===== src/pm_cap_pkg.sv =====
package pm_cap_pkg;
	// configuration-space location and layout of the capability word
	localparam logic [7:0]  PWR_MGMT_CAPABILITIES_OFS = 8'h46;
	localparam logic [7:0]  MISC_CONFIG_OFS           = 8'hF0;
	localparam logic [15:0] PWR_MGMT_CAPABILITIES_RST = 16'h7E02;
	localparam int COLD_WAKE_BIT       = 15;
	localparam int MISC_COLD_WAKE_BIT  = 15;
	localparam int WAKE_MASK_LSB       = 11;
	localparam int DEEP_IDLE_BIT       = 10;
	localparam int LIGHT_IDLE_BIT      = 9;
	localparam int AUX_CURRENT_LSB     = 6;
	localparam int DEV_INIT_BIT        = 5;
	localparam int RESERVED_BIT        = 4;
	localparam int WAKE_CLK_BIT        = 3;
	localparam int SPEC_REV_LSB        = 0;
	localparam logic [3:0] WAKE_SOURCE_STATE_MASK = 4'hF;
	localparam logic [2:0] AUX_SELF_POWERED       = 3'h0;
	localparam logic [2:0] AUX_55MA               = 3'h1;
	localparam logic [2:0] POWER_SPEC_REVISION    = 3'h2;
endpackage


===== src/pm_capability_register.sv =====
// Summary of operation
// 16-bit capability word at offset 46h, reset 7E02h; bits 15 and 8 to 6 update, rest fixed.
// bit 15 follows bit 15 of miscellaneous configuration register at F0h.
// bits 14 to 11 read 1111b: wake possible from all four states.
// bit 10 reads 1: deep idle state supported.
// bit 9 reads 1: light idle state supported.
// bits 8 to 6 read 000b when bit 15 clear, else 001b.
// bit 5 reads 0: no device-specific initialization needed.
// reserved bit 4 reads 0.
// bit 3 reads 0: wake needs no host bus clock.
// bits 2 to 0 read 010b: power spec revision code.
// configuration writes to this register are ignored.
`timescale 1ns/10ps
`default_nettype none
module pm_capability_register (
	input  wire logic        clk,
	input  wire logic        rst_b,
	input  wire logic        coldStateWakeCapable,
	input  wire logic        cfgRead,
	input  wire logic        cfgWrite,
	input  wire logic [7:0]  cfgAddr,
	input  wire logic [15:0] cfgWdata,
	output logic             cfgHit,
	output logic [15:0]      cfgRdata
);
	import pm_cap_pkg::*;

	// request decode
	logic        readHit;
	logic        writeHit;
	logic        capSelected;

	// bit 15 shadow of the misc config bit
	logic        coldWake_r;
	logic        coldWake_nxt;

	// separate fields of the capability word
	logic [3:0]  wakeSourceStateMask;
	logic        deepIdleStateSupported;
	logic        lightIdleStateSupported;
	logic [2:0]  standbySupplyCurrent;
	logic        devInitNeeded;
	logic        reservedZero;
	logic        wakeNeedsHostClock;
	logic [2:0]  powerSpecRevision;

	// partial words while the read-only part is assembled
	logic [15:0] withSpecRev;
	logic [15:0] withHostClk;
	logic [15:0] withReserved;
	logic [15:0] withDevInit;
	logic [15:0] withAuxCurrent;
	logic [15:0] withLightIdle;
	logic [15:0] withDeepIdle;
	logic [15:0] fixedWord;

	// assembled word and read path
	logic [15:0] capWord;
	logic [15:0] readMask;
	logic [15:0] cfgRdata_nxt;

	// true when a configuration offset selects this register
	function automatic logic addrSelectsCap(
		input logic [7:0] addr
	);
		logic hit;

		hit = (addr == PWR_MGMT_CAPABILITIES_OFS);
		return hit;
	endfunction

	// supply current code that goes with the cold-state wake bit
	function automatic logic [2:0] auxCodeFor(
		input logic coldWake
	);
		logic [2:0] code;

		// 55 mA standby draw only while cold-state wake is offered
		case (coldWake)
			1'b1: begin
				code = AUX_55MA;
			end
			default: begin
				code = AUX_SELF_POWERED;
			end
		endcase
		return code;
	endfunction

	// drops a field of the given width into a word at bit lsb
	function automatic logic [15:0] placeField(
		input logic [15:0] word,
		input int          lsb,
		input int          width,
		input logic [15:0] value
	);
		logic [15:0] result;
		logic        inField;
		int          offset;

		// fields never overlap, so the order of calls does not matter
		result = word;
		for (int i = 0; i < 16; i++) begin
			inField = (i >= lsb) && (i < lsb + width);
			offset  = i - lsb;
			if (inField) begin
				result[i] = value[offset[3:0]];
			end
		end
		return result;
	endfunction

	// only the cold-state wake bit is taken straight from the shadow flop
	function automatic logic bitIsUpdatable(
		input int bitPos
	);
		logic upd;

		upd = (bitPos == COLD_WAKE_BIT);
		return upd;
	endfunction

	// reads and writes are both claimed, so the host never sees a missing
	// target at this offset; a write goes no further than the claim
	always_comb begin
		readHit = cfgRead && addrSelectsCap(cfgAddr);
	end

	always_comb begin
		writeHit = cfgWrite && addrSelectsCap(cfgAddr);
	end

	assign capSelected = readHit || writeHit;
	assign cfgHit      = capSelected;

	// bit 15 tracks the ROM-loaded misc config bit one clock later;
	// the ROM load settles long before software reads the word
	always_comb begin
		coldWake_nxt = coldStateWakeCapable;
	end

	// reset leaves bit 15 at the word's reset value
	always_ff @(posedge clk) begin
		if (!rst_b) begin
			coldWake_r <= PWR_MGMT_CAPABILITIES_RST[COLD_WAKE_BIT];
		end else begin
			coldWake_r <= coldWake_nxt;
		end
	end

	// one enable per power state that may raise the wake signal
	for (genvar s = 0; s < 4; s++) begin : gen_wake_state
		assign wakeSourceStateMask[s] = WAKE_SOURCE_STATE_MASK[s];
	end

	// second intermediate low-power state supported
	always_comb begin
		deepIdleStateSupported = 1'b1;
	end

	// first intermediate low-power state supported
	always_comb begin
		lightIdleStateSupported = 1'b1;
	end

	// current code follows the shadow bit so both change together
	always_comb begin
		standbySupplyCurrent = auxCodeFor(coldWake_r);
	end

	// no special initialization needed
	always_comb begin
		devInitNeeded = 1'b0;
	end

	// reserved bit
	always_comb begin
		reservedZero = 1'b0;
	end

	// wake works without the host bus clock
	always_comb begin
		wakeNeedsHostClock = 1'b0;
	end

	// revision of the power-management register layout
	always_comb begin
		powerSpecRevision = POWER_SPEC_REVISION;
	end

	// revision code at the bottom of the word
	always_comb begin
		withSpecRev = placeField(
			16'h0000,
			SPEC_REV_LSB,
			3,
			{13'h0000, powerSpecRevision}
		);
	end

	// host clock need
	always_comb begin
		withHostClk = placeField(
			withSpecRev,
			WAKE_CLK_BIT,
			1,
			{15'h0000, wakeNeedsHostClock}
		);
	end

	// reserved position
	always_comb begin
		withReserved = placeField(
			withHostClk,
			RESERVED_BIT,
			1,
			{15'h0000, reservedZero}
		);
	end

	// initialization flag
	always_comb begin
		withDevInit = placeField(
			withReserved,
			DEV_INIT_BIT,
			1,
			{15'h0000, devInitNeeded}
		);
	end

	// standby supply current
	always_comb begin
		withAuxCurrent = placeField(
			withDevInit,
			AUX_CURRENT_LSB,
			3,
			{13'h0000, standbySupplyCurrent}
		);
	end

	// first idle state support
	always_comb begin
		withLightIdle = placeField(
			withAuxCurrent,
			LIGHT_IDLE_BIT,
			1,
			{15'h0000, lightIdleStateSupported}
		);
	end

	// second idle state support
	always_comb begin
		withDeepIdle = placeField(
			withLightIdle,
			DEEP_IDLE_BIT,
			1,
			{15'h0000, deepIdleStateSupported}
		);
	end

	// wake source states complete the read-only part
	always_comb begin
		fixedWord = placeField(
			withDeepIdle,
			WAKE_MASK_LSB,
			4,
			{12'h000, wakeSourceStateMask}
		);
	end

	// bit 15 is the only bit taken from coldWake_r directly; the rest come from fixedWord
	for (genvar b = 0; b < 16; b++) begin : gen_cap_bit
		if (bitIsUpdatable(b)) begin : gen_update
			assign capWord[b] = coldWake_r;
		end else begin : gen_fixed
			assign capWord[b] = fixedWord[b];
		end
	end

	// every bit is gated by the read hit alone
	for (genvar b = 0; b < 16; b++) begin : gen_read_mask
		assign readMask[b] = readHit;
	end

	// data leaves only on a read hit, so a write cannot reach it
	for (genvar b = 0; b < 16; b++) begin : gen_read_gate
		assign cfgRdata_nxt[b] = capWord[b] & readMask[b];
	end

	// registered read data; zero unless the last cycle was a read hit,
	// and cfgWdata has no path into any flop of this block
	always_ff @(posedge clk) begin
		if (!rst_b) begin
			cfgRdata <= 16'h0000;
		end else begin
			cfgRdata <= cfgRdata_nxt;
		end
	end
endmodule
`default_nettype wire


===== config.mk =====
export PLATFORM = sky130hd
export DESIGN_NAME = pm_capability_register
export DESIGN_NICKNAME = d
export VERILOG_FILES = /design/src/pm_cap_pkg.sv /design/src/pm_capability_register.sv
export SDC_FILE = /design/constraint.sdc
export NUM_CORES = 1
export LEC_CHECK = 0
export BUFFER_PORTS_ARGS = -buffer_cell sky130_fd_sc_hd__buf_4
export CORE_AREA = 5 5 42 44
export DETAILED_ROUTE_END_ITERATION = 6
export DIE_AREA = 0 0 47 49
export GPL_ROUTABILITY_DRIVEN = 1
export PLACE_DENSITY = 0.67
export SLEW_MARGIN = 10
export SYNTH_ARGS = -nofsm -noshare
export SYNTH_HDL_FRONTEND = slang
export SYNTH_SLANG_ARGS = --single-unit

===== constraint.sdc =====
create_clock -name clk -period 2.2 [get_ports clk]
set_input_delay 0.11 -clock clk [delete_from_list [all_inputs] [get_ports clk]]
set_output_delay 0.11 -clock clk [all_outputs]
set_load 0.01 [all_outputs]

* Word level (Yosys, flattened, before mapping)
Index checks and enable logic that the tools add are counted.
** Storage, ports and cells
- Register bits after elaboration :: 17
- Latch bits :: 0
- RAM bits :: 0
- ROM bits :: 0
- Bits of input ports :: 29
- Memories kept :: 0
** Cells by class
- Add/subtract/negate cells :: 0
- $mul :: 0
- Divide/modulo/power cells :: 0
- Order comparisons :: 0
- Equality and inequality tests :: 1
- Shifts and indexed selects :: 0
- Mux-type cells :: 1
- Bitwise gates (word level) :: 4
- Reduce and logical (&&, ||, !) cells :: 3
** Operator list (number)
- $eq A8 B7 Y1 const B :: 1
- $and A1 B1 Y1 :: 2
- $and A1 B1 Y1 const A :: 2
- $logic_and A1 B1 Y1 :: 2
- $logic_or A1 B1 Y1 :: 1
- $mux W1 :: 1

* Longest topological paths before layout
- Word-level depth :: 3
- Gate-level depth with buffers :: 2

* Least setup slack after synthesis
Ideal clock, no wire load.
- Path kind :: input port to output port
- Start point :: in cfgAddr[0]
- End point :: out cfgHit
- Arrival :: 0.982 ns
- Required time :: 2.090 ns
- Setup slack :: 1.108 ns
- Stages on the path :: 2
- Path through :: or4b_1 -> nor3_1
** On the way
- Cells in the longest elaborated chain, start to end :: 3
- Elaborated cells between the ends (all ways) :: 4
- Classes of those cells :: eq/ne: 1; reduce/logical: 3
** RTL lines
- start: declaration :: RTL line pm_capability_register.sv:21 : input wire logic [7:0] cfgAddr,
- $eq A8 B7 Y1 * :: RTL line pm_capability_register.sv:68 : hit = (addr == PWR_MGMT_CAPABILITIES_OFS);
- $logic_and A1 B1 Y1, on equally long branches :: RTL line pm_capability_register.sv:126, pm_capability_register.sv:130
- $logic_or A1 B1 Y1 * :: RTL line pm_capability_register.sv:133 : assign capSelected = readHit || writeHit;
- end: declaration :: RTL line pm_capability_register.sv:23 : output logic cfgHit,
Every way passes the cells marked *; elsewhere a longest branch is shown, timed or not.

* Worst setup path in the final report
Ends and elaborated chain as after synthesis.

==> metrics.md <==
| Metric | Value |
|---|---|
| Status | `finished, final reports clean` |
| CP max stage cell | `or4b_1` |
| Mapped Cells | `27` |
| Setup TNS Final | `0 ns` |
| Max VDD drop | `around 0.37 mV` |
| Mean Syn Cell Area | `8.30 sq um` |
| Final Hold Fails | `0` |
| Synth Area in Adders | `0%` |
| Top-area cell type share of the netlist area | `46.9%` |
| Tot Pwr | `0.177 mW` |
| Endpoint class of the critical path | `output pin` |
| H-tree levels | `1` |
| Pin count of the biggest net entering global routing | `8` |
| Post-route clock skew | `just over 0.00007 ns` |
| Antenna violations before repair | `0` |
| RSZ-0062 raised after global routing | `false` |
| Total of max-cap violations | `0` |
| Critical Path AT | `1.12 ns` |
| Rows | `14` |
| Simple-gate share of the synthesized area | `24.6%` |
| Seq/Total Area, Yosys | `26.8%` |
| Commonest cells after routing, fill and taps aside | `22 x buf_4, 7 x conb_1, 3 x nor3_1, 3 x dfxtp_1, 3 x clkbuf_4` |
| Starting Density | `16.0%` |
| Crit start category | `primary input` |
| # Post-CTS Setup Buffers | `0` |
| Hold_buf cts | `0` |
| Cell chain of the critical path | `buf_4 -> or4b_1 -> nor3_1 -> buf_4` |
| DR iter-0 viols | `0` |
| Global-route wire length before repair | `738 um` |
| Number of global-route vias before repair | `190` |
| Pwr Density | `503 nW/um^2` |
| Compound-Gate Fraction of Synth Area | `0%` |
| I/O Buffers | `22` |
| Post-cts repair resize count | `0` |
| Overflow after GRT | `0` |
| Clock Latency Late Sink | `around 0.23 ns` |
| IO Count | `46` |
| DIE HEIGHT | `~49 um` |
| Post-DR vias/cell | `3.52` |
| CP max stage delay | `approximately 0.56 ns` |
| Area after DPL | `327 sq um` |
| Layout cells sized above 1 | `55.6%` |
| Layout area overhead | `57.5%` |
| Final net count | `75` |
| CTS tree | `done` |
| Routed WL | `around 530 um` |
| GR Util All Layers | `4.93%` |
| Antenna Violating Nets Remaining | `0` |
| Cell taking the most area after synthesis | `buf_4` |
| Synthesis warning total | `0` |
| RD Place Congestion | `between 0.6 and 0.7` |
| Antenna Diode Count | `0` |
| Commonest non-fill, non-tap cell in the layout | `buf_4` |
| Req. time, crit path | `2.09 ns` |
| Syn Std Cell Area | `approximately 220 sq um` |
| Family with the most delay on the worst path | `simple AND/OR/NAND/NOR gates` |
| Clock Sink Count | `3` |
| Post-Synth XOR/XNOR Area | `0%` |
| Crit path max fanout | `3` |
| Yosys cell types | `10` |
| Largest family of logic cells by synthesized area | `buffers and inverters` |
| Via count | `215` |
| Drt drc | `0` |
| Design Area, Final | `353 sq um` |
| Crit path kind | `primary input to output pin` |
| FF+latch count, synth | `3` |
| Mux contribution to synthesized area | `0%` |
| CP dominant cell by count | `buf_4` |
| P_leak | `0.186 nW` |
| Core Area | `1400 sq um` |
| Pre-Repair DR Iteration Count | `1` |
| Hold Path Class | `primary input to flop` |
| Die W | `around 47 um` |
| Routed len/inst | `just under 9 um` |
| Crit share post-route | `approximately 56%` |
| Dominant cells by area after synthesis | `buf_4 47%, dfxtp_1 27%, nor3_1 6.7%` |
| Bufs on Longest Clock Path | `2` |
| CTS Buf Count | `3` |
| Final setup fails | `0` |
| Final critical-path required period | `1.23 ns` |
| Buf/Inv on CP | `2` |
| Root Buffer | `clkbuf_4` |
| Die area | `2300 sq um` |
| Peak Freq | `816 MHz` |
| Max-slew violation count | `0` |
| Worst-path clk slew | `approximately 0.040 ns` |
stage by stage:
step	worst slack, ns	std cells	hold slack, ns	utilization (%)
finish	0.974	61	0.0921	25.2
global route	0.915	61	0.0800	25.2
CTS	0.964	61	0.0887	25.2
detailed placement	0.974	57	0.318	23.3
global placement	0.975	57	0.311	23.3
floorplan	1.11	33	0.228	-
Yosys cell counts, drive strengths merged:
| library cell | number |
|---|---|
| nor2 | 1 |
| buf | 14 |
| nor3 | 3 |
| and2 | 1 |
| nand2 | 1 |
| nand3 | 1 |
| conb | 1 |
| nand4bb | 1 |
| dfxtp | 3 |
| or4b | 1 |
final timing paths:
path	to	cells past startpoint	start	slack [ns]
min reg2reg	cfgRdata[6]$_SDFF_PN0_	2	coldWake_r$_SDFF_PN0_	0.44
max reg2reg	cfgRdata[6]$_SDFF_PN0_	2	coldWake_r$_SDFF_PN0_	1.64
min	coldWake_r$_SDFF_PN0_	2	coldStateWakeCapable	0.09
max	cfgHit	4	cfgAddr[0]	0.97
area by class of cell:
cell class | count | area (sq um)
Clock buffer | 4 | 26.3
Fill cell | 168 | 1050
Multi-Input combinational cell | 16 | 81.3
Tap cell | 16 | 20.0
Timing Repair Buffer | 22 | 165
Sequential cell | 3 | 60.1
layer usage:
metal,track usage (%),share of wire [%]
met5,0,0
met4,1.38,0
met3,6.64,26
met2,7.01,43
met1,3.96,31
worst reg2reg max path, stage by stage (launching register included):
cell and delay (ns):
dfxtp_1 0.30, nand3_1 0.06, nor3_1 0.12
state kept, by name, summed over array words and instances (netlist names):
register and count:
cfgRdata 2, coldWake_r 1
logic make-up after synthesis:
| group | after synthesis |
|---|---|
| buffers and inverters | 14 |
| and+or+nand+nor | 9 |
| DFF | 3 |
| other | 1 |
power by group:
part           switching, mW  total (mW)  internal (mW)
combinational         0.0103      0.0260         0.0157
clock                 0.0275      0.0954         0.0679
sequential          0.000271      0.0560         0.0557
total                 0.0381       0.177          0.139
Power figures use the tool's default switching activity.
